===== config.mk =====
export PLATFORM = sky130hd
export DESIGN_NAME = output_protection
export DESIGN_NICKNAME = d
export VERILOG_FILES = /design/src/logic/prot_pkg.sv /design/src/logic/deadtime_channel.sv /design/src/logic/output_protection.sv
export VERILOG_INCLUDE_DIRS = /design/src /design/src/logic
export SDC_FILE = /design/constraint.sdc
export NUM_CORES = 1
export LEC_CHECK = 0
export BUFFER_PORTS_ARGS = -buffer_cell sky130_fd_sc_hd__buf_2
export CORE_MARGIN = 2
export CORE_UTILIZATION = 59
export CTS_CLUSTER_SIZE = 20
export DETAILED_ROUTE_END_ITERATION = 10
export HOLD_SLACK_MARGIN = 0.1
export PLACE_DENSITY_LB_ADDON = 0.1
export SLEW_MARGIN = 15
export SYNTH_ARGS = -nofsm -noshare
export SYNTH_HDL_FRONTEND = slang
export SYNTH_SLANG_ARGS = --single-unit

===== constraint.sdc =====
create_clock -name clk_in -period 2.9 [get_ports clk_in]
set_input_delay 0.58 -clock clk_in [delete_from_list [all_inputs] [get_ports clk_in]]
set_output_delay 0.58 -clock clk_in [all_outputs]
set_load 0.02 [all_outputs]

===== src/logic/prot_params.svh =====
// Offsets, field positions, reset values and timing of output protection
`ifndef PROT_PARAMS_SVH
`define PROT_PARAMS_SVH

// Register byte offsets, 16-bit registers
`define TIMER_CONTROL_TWO_ADDR        8'h04
`define CHANNEL_MODE_ONE_ADDR         8'h18
`define CHANNEL_MODE_TWO_ADDR         8'h1C
`define CHANNEL_ENABLE_ADDR           8'h20
`define BREAK_DEADTIME_CONTROL_ADDR   8'h44

// Break/dead-time field positions
`define BDT_DTG_LSB       0
`define BDT_LOCK_LSB      8
`define BDT_IDLE_OFF_BIT  10
`define BDT_RUN_OFF_BIT   11
`define BDT_BRK_EN_BIT    12
`define BDT_BRK_POL_BIT   13
`define BDT_AUTO_OE_BIT   14
`define BDT_MAIN_OE_BIT   15

// Idle state bits sit at 8 upward in control register two
`define IDLE_STATE_LSB    8

// Reset values
`define BDT_RESET         16'h0000
`define REG_RESET         16'h0000

// Dead-time tick and clock, in ns
`define CLK_PERIOD_NS         25
`define DEADTIME_TICK_NS      25
`define DEADTIME_TICK_CYCLES \
	((`DEADTIME_TICK_NS + `CLK_PERIOD_NS - 1) / `CLK_PERIOD_NS)

`define CHANNEL_COUNT     3

`endif


===== src/logic/prot_pkg.sv =====
// Types shared by the output protection block
package prot_pkg;

	// Register port request
	typedef struct packed {
		logic [7:0]  addr;
		logic [15:0] wdata;
		logic        wr;
		logic        rd;
	} reg_req_type;

	// Pin group for the channel outputs
	typedef struct packed {
		logic [2:0] true_output;
		logic [2:0] complementary_output;
		logic [2:0] true_output_oe;
		logic [2:0] complementary_output_oe;
	} pin_group_type;

	// Dead-time inserter state
	typedef struct packed {
		logic       prev_ref;
		logic [9:0] cnt;
		logic       true_level;
		logic       compl_level;
	} dt_state_type;

	// Whole state of the protection block
	typedef struct packed {
		logic [15:0]   bdt;
		logic          bdt_written;
		logic [5:0]    idle_state;
		logic [11:0]   chan_enable;
		logic [23:0]   chan_mode;
		logic [15:0]   rdata;
		logic [9:0]    dt_cycles;
		pin_group_type pins;
	} prot_state_type;

endpackage : prot_pkg


===== src/logic/deadtime_channel.sv =====
// Dead-time inserter for one complementary output pair
`include "prot_params.svh"

module deadtime_channel
	import prot_pkg::*;
(
	input  wire logic       clk_in,
	input  wire logic       rstn_in,
	input  wire logic       ref_in,
	input  wire logic [9:0] dt_cycles_in,
	output logic            true_level_out,
	output logic            compl_level_out
);

	dt_state_type s;
	dt_state_type next_s;

	////////////////////////////////////////////////////////////////////////
	// Edge of reference restarts the gap; both stay low until it ends
	always_comb
	begin
		next_s = s;
		next_s.prev_ref = ref_in;
		if (ref_in != s.prev_ref)
			next_s.cnt = dt_cycles_in;
		else if (s.cnt != 10'h000)
			next_s.cnt = s.cnt - 10'h001;
		// gap between pair
		next_s.true_level  = ref_in && (next_s.cnt == 10'h000);
		next_s.compl_level = !ref_in && (next_s.cnt == 10'h000);
	end

	always_ff @(posedge clk_in)
	begin
		if (!rstn_in)
			s <= '0;
		else
			s <= next_s;
	end

	assign true_level_out  = s.true_level;
	assign compl_level_out = s.compl_level;
endmodule : deadtime_channel


===== src/logic/output_protection.sv =====
// Output protection: off-states, configuration lock and dead time
//
// Function
// Run off-state only with outputs enabled, complementary
// No run off-state without complementary outputs
// Run off-state 0 disables inactive outputs
// Run off-state 1 drives inactive level
// Idle off-state only with outputs disabled
// Idle off-state 1 forces idle level
// Lock level 2 freezes off-state bits
// Lock 00 leaves everything writable
// Lock 01 freezes dead time, idle, break
// Lock 10 adds polarity and off-state bits
// Lock 11 adds compare mode and preload
// Lock field written once after reset
// Dead time linear and double-tick ranges
// Dead time eight and sixteen tick ranges
// Dead time between true and complementary
// Dead time frozen at lock levels 1 to 3
// Registers decoded as 16-bit registers
// Break clears main output enable
// Main enable gates channel enables
// Locked fields kept, others still written
// Software programs lockable fields first write
`include "prot_params.svh"

module output_protection
	import prot_pkg::*;
#(
	parameter bit has_complementary = 1'b1
)
(
	input  wire logic          clk_in,
	input  wire logic          rstn_in,
	input  wire reg_req_type   reg_req_in,
	input  wire logic [2:0]    ref_in,
	input  wire logic          break_in,
	input  wire logic          update_event_in,
	output logic [15:0]        rdata_out,
	output pin_group_type      pins_out,
	output logic               main_output_enable_out
);

	prot_state_type s;
	prot_state_type next_s;
	logic [2:0]     dt_true;
	logic [2:0]     dt_compl;

	////////////////////////////////////////////////////////////////////////
	// Channel is an output when its direction select is 00
	function automatic logic is_output(input logic [23:0] mode, input int ch);
		return mode[8*ch +: 2] == 2'b00;
	endfunction : is_output

	// range decode of dead time
	function automatic logic [9:0] dt_ticks(input logic [7:0] g);
		logic [9:0] t;
		t = 10'h000;
		if (!g[7])
			t = {2'b00, g};
		else if (g[7:6] == 2'b10)
			t = 10'({4'h1, g[5:0]}) << 1;
		else if (g[7:5] == 3'b110)
			// eight tick range
			t = 10'({2'b01, g[4:0]}) << 3;
		else
			t = 10'({2'b01, g[4:0]}) << 4;
		return t;
	endfunction : dt_ticks

	////////////////////////////////////////////////////////////////////////
	// One dead-time inserter per channel
	genvar gi;
	generate
		for (gi = 0; gi < `CHANNEL_COUNT; gi++)
		begin : g_dt
			deadtime_channel u_dt (
				.clk_in          (clk_in),
				.rstn_in         (rstn_in),
				.ref_in          (ref_in[gi]),
				.dt_cycles_in    (s.dt_cycles),
				.true_level_out  (dt_true[gi]),
				.compl_level_out (dt_compl[gi])
			);
		end
	endgenerate

	////////////////////////////////////////////////////////////////////////
	// Register writes, lock filtering, main enable and output stage
	always_comb
	begin
		logic [1:0]  lock;
		logic [15:0] w;
		logic        brk_active;
		logic        e, ne, p, np, main_output_enable;
		next_s = s;
		e = 1'b0;
		ne = 1'b0;
		p = 1'b0;
		np = 1'b0;
		main_output_enable = s.bdt[`BDT_MAIN_OE_BIT];
		lock = s.bdt[`BDT_LOCK_LSB +: 2];
		w = reg_req_in.wdata;
		brk_active = s.bdt[`BDT_BRK_EN_BIT] &&
			(break_in == s.bdt[`BDT_BRK_POL_BIT]);
		next_s.rdata = 16'h0000;

		// 16-bit register writes
		if (reg_req_in.wr)
		begin
			unique case (reg_req_in.addr)
				`TIMER_CONTROL_TWO_ADDR:
				begin
					// idle bits lock at level 1
					if (lock == 2'b00)
						next_s.idle_state = w[`IDLE_STATE_LSB +: 6];
				end
				`CHANNEL_ENABLE_ADDR:
				begin
					for (int c = 0; c < `CHANNEL_COUNT; c++)
					begin
						next_s.chan_enable[4*c]     = w[4*c];
						next_s.chan_enable[4*c + 2] = w[4*c + 2];
						// polarity kept at level 2
						if (!(lock[1] && is_output(s.chan_mode, c)))
						begin
							next_s.chan_enable[4*c + 1] = w[4*c + 1];
							next_s.chan_enable[4*c + 3] = w[4*c + 3];
						end
					end
				end
				`CHANNEL_MODE_ONE_ADDR, `CHANNEL_MODE_TWO_ADDR:
				begin
					for (int c = 0; c < `CHANNEL_COUNT; c++)
					begin
						if ((c / 2 == 1) ==
							(reg_req_in.addr == `CHANNEL_MODE_TWO_ADDR))
						begin
							// lock keeps only protected bits
							next_s.chan_mode[8*c +: 8] = w[8*(c % 2) +: 8];
							// mode and preload kept at level 3
							if (lock == 2'b11 && is_output(s.chan_mode, c))
								next_s.chan_mode[8*c + 3 +: 4] =
									s.chan_mode[8*c + 3 +: 4];
						end
					end
				end
				`BREAK_DEADTIME_CONTROL_ADDR:
				begin
					next_s.bdt[`BDT_MAIN_OE_BIT] = w[`BDT_MAIN_OE_BIT];
					// level 0 allows all
					// break and auto enable locked at level 1
					// dead time locked at levels 1 to 3
					if (lock == 2'b00)
					begin
						next_s.bdt[`BDT_AUTO_OE_BIT] = w[`BDT_AUTO_OE_BIT];
						next_s.bdt[`BDT_BRK_POL_BIT] = w[`BDT_BRK_POL_BIT];
						next_s.bdt[`BDT_BRK_EN_BIT]  = w[`BDT_BRK_EN_BIT];
						next_s.bdt[`BDT_DTG_LSB +: 8] = w[`BDT_DTG_LSB +: 8];
					end
					// off-state bits locked at level 2
					if (!lock[1])
					begin
						next_s.bdt[`BDT_IDLE_OFF_BIT] = w[`BDT_IDLE_OFF_BIT];
						// run off-state absent without pairs
						next_s.bdt[`BDT_RUN_OFF_BIT] =
							w[`BDT_RUN_OFF_BIT] && has_complementary;
					end
					// lock taken on first write only
					if (!s.bdt_written)
						next_s.bdt[`BDT_LOCK_LSB +: 2] = w[`BDT_LOCK_LSB +: 2];
					next_s.bdt_written = 1'b1;
				end
				default: ;
			endcase
		end

		// break wins over any set of main enable
		if (brk_active)
			next_s.bdt[`BDT_MAIN_OE_BIT] = 1'b0;
		else if (s.bdt[`BDT_AUTO_OE_BIT] && update_event_in)
			next_s.bdt[`BDT_MAIN_OE_BIT] = 1'b1;

		// Read data stands only in the cycle after the strobe
		if (reg_req_in.rd)
		begin
			unique case (reg_req_in.addr)
				`TIMER_CONTROL_TWO_ADDR:
					next_s.rdata = {2'b00, s.idle_state, 8'h00};
				`CHANNEL_ENABLE_ADDR:
					next_s.rdata = {4'h0, s.chan_enable};
				`CHANNEL_MODE_ONE_ADDR:
					next_s.rdata = s.chan_mode[15:0];
				`CHANNEL_MODE_TWO_ADDR:
					next_s.rdata = {8'h00, s.chan_mode[23:16]};
				`BREAK_DEADTIME_CONTROL_ADDR:
					next_s.rdata = s.bdt;
				default:
					next_s.rdata = 16'h0000;
			endcase
		end

		// Dead time registered so the inserters see a settled count
		next_s.dt_cycles = 10'(dt_ticks(s.bdt[`BDT_DTG_LSB +: 8]) *
			`DEADTIME_TICK_CYCLES);

		// Output stage per channel
		for (int c = 0; c < `CHANNEL_COUNT; c++)
		begin
			e  = s.chan_enable[4*c];
			p  = s.chan_enable[4*c + 1];
			ne = s.chan_enable[4*c + 2] && has_complementary;
			np = s.chan_enable[4*c + 3];
			next_s.pins.true_output[c]             = 1'b0;
			next_s.pins.complementary_output[c]    = 1'b0;
			next_s.pins.true_output_oe[c]          = 1'b0;
			next_s.pins.complementary_output_oe[c] = 1'b0;
			if (!is_output(s.chan_mode, c))
			begin
			end
			// main enable gates channel enables
			else if (main_output_enable)
			begin
				if (e && ne)
				begin
					// pair with dead time
					next_s.pins.true_output[c] = dt_true[c] ^ p;
					next_s.pins.complementary_output[c] = dt_compl[c] ^ np;
					next_s.pins.true_output_oe[c] = 1'b1;
					next_s.pins.complementary_output_oe[c] = 1'b1;
				end
				else if (e || ne)
				begin
					// run off-state on the idle half
					// off-state 0 releases it
					// off-state 1 drives inactive level
					next_s.pins.true_output[c] = e ? (ref_in[c] ^ p) : p;
					next_s.pins.complementary_output[c] =
						ne ? (ref_in[c] ^ np) : np;
					next_s.pins.true_output_oe[c] =
						e || s.bdt[`BDT_RUN_OFF_BIT];
					next_s.pins.complementary_output_oe[c] =
						ne || s.bdt[`BDT_RUN_OFF_BIT];
				end
			end
			// idle off-state with main enable low
			// idle level forced when selected
			else if ((e || ne) && s.bdt[`BDT_IDLE_OFF_BIT])
			begin
				next_s.pins.true_output[c] = s.idle_state[2*c];
				next_s.pins.complementary_output[c] = s.idle_state[2*c + 1];
				next_s.pins.true_output_oe[c] = 1'b1;
				next_s.pins.complementary_output_oe[c] = 1'b1;
			end
		end
	end

	// Synchronous reset also clears the lock
	always_ff @(posedge clk_in)
	begin
		if (!rstn_in)
		begin
			s     <= '0;
			s.bdt <= `BDT_RESET;
		end
		else
			s <= next_s;
	end

	assign rdata_out              = s.rdata;
	assign pins_out               = s.pins;
	assign main_output_enable_out = s.bdt[`BDT_MAIN_OE_BIT];
endmodule : output_protection


==> reports/metrics.cfg, run 1 <==
[sta]
hold_viol = 0
maxSlewHeadroom = 0.3935
finalMaxSlewViolations = 0
skew_ns = 0.005768
setup_tns_ns = 0
clock.fmax_ghz = 0.3903
setup_viol = 0
tightest_slew_ns = 0.9067
fin_crit_sh = 0.8836
rsz0062_at_grt = no
period_needed_ns = 2.562

[synthesis]
ys_seq_elements = 136
synthTopCellsByArea = dfxtp_1 (42%), mux2i_1 (6.9%), nor2_1 (5.8%)
synthesis.area_um2 = 6501
yosys.area.top_type = dfxtp_1
synthFlopType = dfxtp_1
syn_avg_cell_area_um2 = 8.209
ys_seq_area_frac = 0.4188
ys_types = 57
synth_top_area_share = 0.4188
syn_nets = 828
netlist_top_cells_count = dfxtp_1 (136), nor2_1 (100), nand2_1 (94)
postSynthCellCount = 792
synthArstFlopShare = 0
ys.warnings.count = 0
synth_edf_count = 0
yosysMostFrequentCell = dfxtp_1

[setup_path]
max_stage_delay_ns = 0.52
crit_fanout = 8
path_class = register to register
start_kind = register
crit_path_top_delay_cell = or4b_1
crit_buf_inv = 1
crit_chain = inv_1 -> ha_1 -> or4b_1 -> a311oi_1 -> a21oi_1 -> a2111oi_0 -> o21ai_1 -> nor4b_1
cp-end-kind = register
cp.required_ns = 3.32
cp_top_family = compound AO/OA/AOI/OAI gates
critPathArrivalTime_ns = 2.99

[drt]
drcViolationCount = 0
drt-initial-drc-count = 570
drt_first_pass_iters = 8
via_per_inst = 6.069
vias = 5911
routed_wl_um = 16470
ant_nets = 0
wl_per_cell_um = 16.91

[clock_network]
worstSkewPairLatency_ns = 0.53
cts_root_buf = clkbuf_8
htree_num_levels = 4
clkSlewWorstSetupHoldPaths_ns = 0.06
clockBufferDepth = 2
cts-resized-gates = 0
cts_tree = yes
cts.sinks = 136
hold_buffers = 0
cts_made_buffers = 17
post-cts-setup-buffers = 0

[global_route]
grt_max_degree = 36
antenna_found_initial = 0
grt_overflow = 0
grt_pass1_wl_um = 26550
grt_usage = 0.2895
grt_pass1_vias = 5417

[floorplanning]
dieArea_um2 = 11870
core_um2 = 10790
num_rows = 38
initial_core_util = 0.6024
boundaryPins = 62
die_h_um = 109.0
die_x_um = 109.0

[layout]
postLayoutCoreUtil = 0.6851
nets = 858
regArea_um2 = 2723
drive_above_1_share = 0.1463
multi_input_area_um2 = 3339
fillers = 852
area_growth_syn_to_layout_pct = 13.74
n_antenna_cell = 0
final_cell_count_no_fill = 974

[pwr]
p_per_area_nw_per_um2 = 673.9
vdd_drop_max_v = 0.0004932
leakagePower_nw = 2.776

[place]
placed_cells = 943
hpwl_um = 11720
place_congestion = 0.9002
numPortBuffers = 61

[job]
maxCapViolCount = 0

[run_status]
status = completed

[hold_path]
hp-class = primary input to register

through the flow:
step	hold slack [ns]	worst slack, ns	power [mW]	instance area [um2]
finish	0.3011	0.3376	4.983	7395
global route	0.3126	0.009118	5.205	7395
CTS	0.2839	0.3484	5.002	7395
detailed placement	0.4457	0.3005	2.844	6800
global placement	0.4382	0.3587	2.845	6800
floorplan	0.4313	0.5915	2.622	6501
layout by cell type (no fill, tap or decap), drive strengths merged, types with 2 or more instances in the layout:
cell and n:
a2111oi 3, a211oi 10, a21oi 73, a222oi 14
a22oi 9, a311oi 5, a31oi 9, a32o 7
a41oi 2, and2 16, and4 3, buf 85
bufinv 3, clkbuf 18, clkinv 2, clkinvlp 3
dfxtp 136, ha 3, inv 19, mux2i 45
nand2 94, nand2b 9, nand3 24, nand3b 9
nand4 4, nor2 100, nor2b 9, nor3 17
nor3b 4, nor4 13, o211ai 5, o21ai 38
o21bai 2, o31ai 4, or3 5, or4 3
or4b 2, xnor2 10, xor2 4
worst paths after layout:
check	end	start	cells past startpoint	slack [ns]
hold / removal	s[52]	reg_req_in[16]	3	0.30
setup reg to reg	g_dt[1].u_dt.compl_level_out	g_dt[1].u_dt.s[2]	8	0.34
setup / recovery	g_dt[1].u_dt.compl_level_out	g_dt[1].u_dt.s[2]	8	0.34
hold reg to reg	s[48]	s[48]	2	0.46
metal layers:
layer,part of all wire,vias up,global-route usage
met3,0.067,39,0.06754
met1,0.42,2732,0.3615
met5,0,-,0
met2,0.48,259,0.4783
li1,-,2881,-
met4,0.031,0,0.1227
registers in the layout, summed over array words and instances, names as in the netlist:
| register | cells |
|---|---|
| pins_out | 12 |
| g_dt.u_dt.true_level_out | 3 |
| g_dt.u_dt.compl_level_out | 3 |
| rdata_out | 16 |
| s | 68 |
| main_output_enable_out | 1 |
| g_dt.u_dt.s | 33 |
worst reg2reg max path: cells and delay by family (launching register included):
family / cells / cell delay [ns]
AND/OR/NAND/NOR: 2 / 0.80
AO/OA/AOI/OAI: 4 / 0.94
flip-flops: 1 / 0.34
adder cells (fa/ha/maj): 1 / 0.29
buffers and inverters: 1 / 0.10
power by group:
group          internal, mW  leakage, nW  switching [mW]
logic                 0.336         1.39           0.478
clock network          1.34        0.285           0.820
registers              1.93         1.10          0.0817
logic make-up (layout without fill, tap and decap cells):
family	Yosys count	count (layout)	synth area share
AND/OR/NAND/NOR	316	316	0.2317
AO/OA/AOI/OAI	190	190	0.1880
flip-flops	136	136	0.4188
buffers and inverters	88	130	0.06755
multiplexers	45	45	0.06928
XOR/XNOR	14	14	0.01886
adder cells (fa/ha/maj)	3	3	0.005774
layout make-up:
type                            count  share of cell area
Multi-Input combinational cell    568              0.4516
Inverter                           14            0.007107
Clock buffer                       18             0.05787
Clock inverter                     13             0.02250
Timing Repair Buffer               85             0.06904
Tap cell                          140             0.02369
Sequential cell                   136              0.3682
No activity file was read; power rests on OpenSTA's default activity.
==> run 2: changes to the inputs <==
--- a/config.mk
+++ b/config.mk
@@ -15,2 +15,3 @@
 export PLACE_DENSITY_LB_ADDON = 0.1
+export SKIP_CTS_REPAIR_TIMING = 1
 export SLEW_MARGIN = 15
==> constraint.sdc (replaced) <==
create_clock -name clk_in -period 2.9 [get_ports clk_in]
set_input_delay 0.29 -clock clk_in [delete_from_list [all_inputs] [get_ports clk_in]]
set_output_delay 0.29 -clock clk_in [all_outputs]
set_load 0.02 [all_outputs]
==> reports/metrics.cfg, run 2 (synthesized netlist as in run 1, its figures left out) <==
[layout]
top_register = s
area_growth_syn_to_layout_pct = 15.70
final_cell_mix = dfxtp_1 (136), nor2_1 (100), nand2_1 (94), a21oi_1 (73), buf_2 (61)
nets = 869  ; +1.3%
largest_reg_flops = 68  ; unchanged
n_antenna_cell = 0  ; unchanged
drive_above_1_share = 0.1359  ; -0.01035
fillers = 860  ; +0.94%
final_common_cell = dfxtp_1

[setup_path]
max_stage_delay_ns = 0.65  ; +0.13 ns
crit_fanout = 6  ; -2
cp_top_family = simple AND/OR/NAND/NOR gates
crit_path_top_delay_cell = or4_1
crit_chain = or4_1 -> o31ai_1 -> a31oi_1 -> a211oi_1 -> or4b_1 -> nor4_2
critPathArrivalTime_ns = 3.05  ; +0.06 ns
path_class = register to register
cp-end-kind = register
start_kind = register
cp.required_ns = 3.33  ; about the same
crit_buf_inv = 0  ; -1

[pwr]
p_per_area_nw_per_um2 = 659.3  ; -2.2%
combPwrFrac = 0.165  ; +0.002
vdd_drop_max_v = 0.0005107  ; +3.5%
power.switching_mw = 1.386  ; +0.40%
swShare = 0.2795  ; +0.002451
leakagePower_nw = 2.818  ; +1.5%
sequentialPowerShare = 0.406  ; +0.002
intPower_mw = 3.574  ; -0.81%
p_clk_frac = 0.428  ; -0.005

[run_status]
status = completed

[place]
numPortBuffers = 61  ; unchanged
hpwl_um = 11740  ; +0.22%
place_congestion = 0.9168  ; +1.8%

[drt]
drt_first_pass_iters = 8  ; unchanged
wl_per_cell_um = 17.56  ; +3.8%
vias = 6025  ; +1.9%
via_per_inst = 6.111  ; +0.69%
ant_nets = 0  ; unchanged
drt-initial-drc-count = 597  ; +4.7%
drcViolationCount = 0  ; unchanged
routed_wl_um = 17310  ; +5.1%

[floorplanning]
boundaryPins = 62  ; unchanged
initial_core_util = 0.6024  ; unchanged
die_x_um = 109.0  ; unchanged
die_h_um = 109.0  ; unchanged
dieArea_um2 = 11870  ; unchanged
core_um2 = 10790  ; unchanged
num_rows = 38  ; unchanged

[global_route]
grt_pass1_wl_um = 26950  ; +1.5%
grt_usage = 0.2950  ; +0.005559
antenna_found_initial = 0  ; unchanged
grt_overflow = 0  ; unchanged
grt_pass1_vias = 5529  ; +2.1%
grt_max_degree = 58  ; +61%

[clock_network]
cts_made_buffers = 17  ; unchanged
cts_tree = yes
clockBufferDepth = 2  ; unchanged
worstSkewPairLatency_ns = 0.53  ; about the same
cts.sinks = 136  ; unchanged
cts_root_buf = clkbuf_8
clkSlewWorstSetupHoldPaths_ns = 0.06  ; about the same
htree_num_levels = 4  ; unchanged

[sta]
period_needed_ns = 2.620  ; +0.05787 ns
skew_ns = 0.009524  ; +0.003756 ns
rsz0062_at_grt = no
finalMaxSlewViolations = 0  ; unchanged
hold_viol = 0  ; unchanged
clock.fmax_ghz = 0.3816  ; -2.2%
maxSlewHeadroom = 0.3306  ; -0.06286
holdWs_ns = 0.1207  ; -0.1805 ns
setup_tns_ns = 0  ; unchanged
fin_crit_sh = 0.9035  ; +0.01995
tightest_slew_ns = 1.001  ; +0.09397 ns
setup_viol = 0  ; unchanged

[job]
maxCapViolCount = 0  ; unchanged

[hold_path]
hp-class = primary input to register

run 2: cell types whose count changed in the layout (fill, tap and decap cells not counted), moves of 2 or more:
cell / delta
clkbuf_8: +2
buf_4: -8
dlygate4sd3_1: +20
inv_6: -2
run 2: worst paths after layout:
path | startpoint | endpoint | slack (ns) | cells after the start
min reg2reg | s[48] | s[48] | 0.45 | 2
min | ref_in[0] | g_dt[0].u_dt.s[12] | 0.12 | 2
max reg2reg | g_dt[2].u_dt.s[8] | g_dt[2].u_dt.compl_level_out | 0.28 | 6
max | g_dt[2].u_dt.s[8] | g_dt[2].u_dt.compl_level_out | 0.28 | 6
run 2: per-layer routing:
layer / track usage / up-vias / routed length (um)
met5: 0 / - / 0
met4: 0.1328 / 0 / 565
met2: 0.4889 / 259 / 8563
li1: - / 2886 / -
met3: 0.07770 / 45 / 1122
met1: 0.3585 / 2835 / 7062
run 2: metrics by stage:
stage	cells	setup WS [ns]	area (um2)	power, mW	utilization
floorplan	792	0.6476	6501	2.622	-
global placement	934	0.4757	6720	2.803	0.6227
detailed placement	934	0.3881	6720	2.828	0.6227
CTS	966	0.3364	7315	4.951	0.6777
global route	986	0.1032	7522	5.174	0.6970
finish	986	0.2797	7522	4.959	0.6970
run 2: power by group through the flow:
stage / logic, mW / registers [mW] / clock network (mW)
after floorplan: 0.604 / 2.02 / 0
after global placement: 0.757 / 2.05 / 0
after detailed placement: 0.778 / 2.05 / 0
after CTS: 0.786 / 2.01 / 2.15
after global routing: 0.914 / 2.02 / 2.24
final: 0.821 / 2.01 / 2.12
run 2: final cells by class:
type | instances | area [um2] | share of cell area
inverters | 14 | 52.55 | 0.006986
clock inverters | 12 | 138.9 | 0.01846
flip-flops and latches | 136 | 2723 | 0.3619
repair buffers | 96 | 630.6 | 0.08383
multi-input cells | 568 | 3347 | 0.4449
clock buffers | 20 | 455.4 | 0.06055
well taps | 140 | 175.2 | 0.02329
run 2: worst register-to-register path, stage by stage (launching register included):
cell and delay, ns:
dfxtp_1 0.34, or4_1 0.65, o31ai_1 0.29, a31oi_1 0.14, a211oi_1 0.33, or4b_1 0.53
nor4_2 0.25
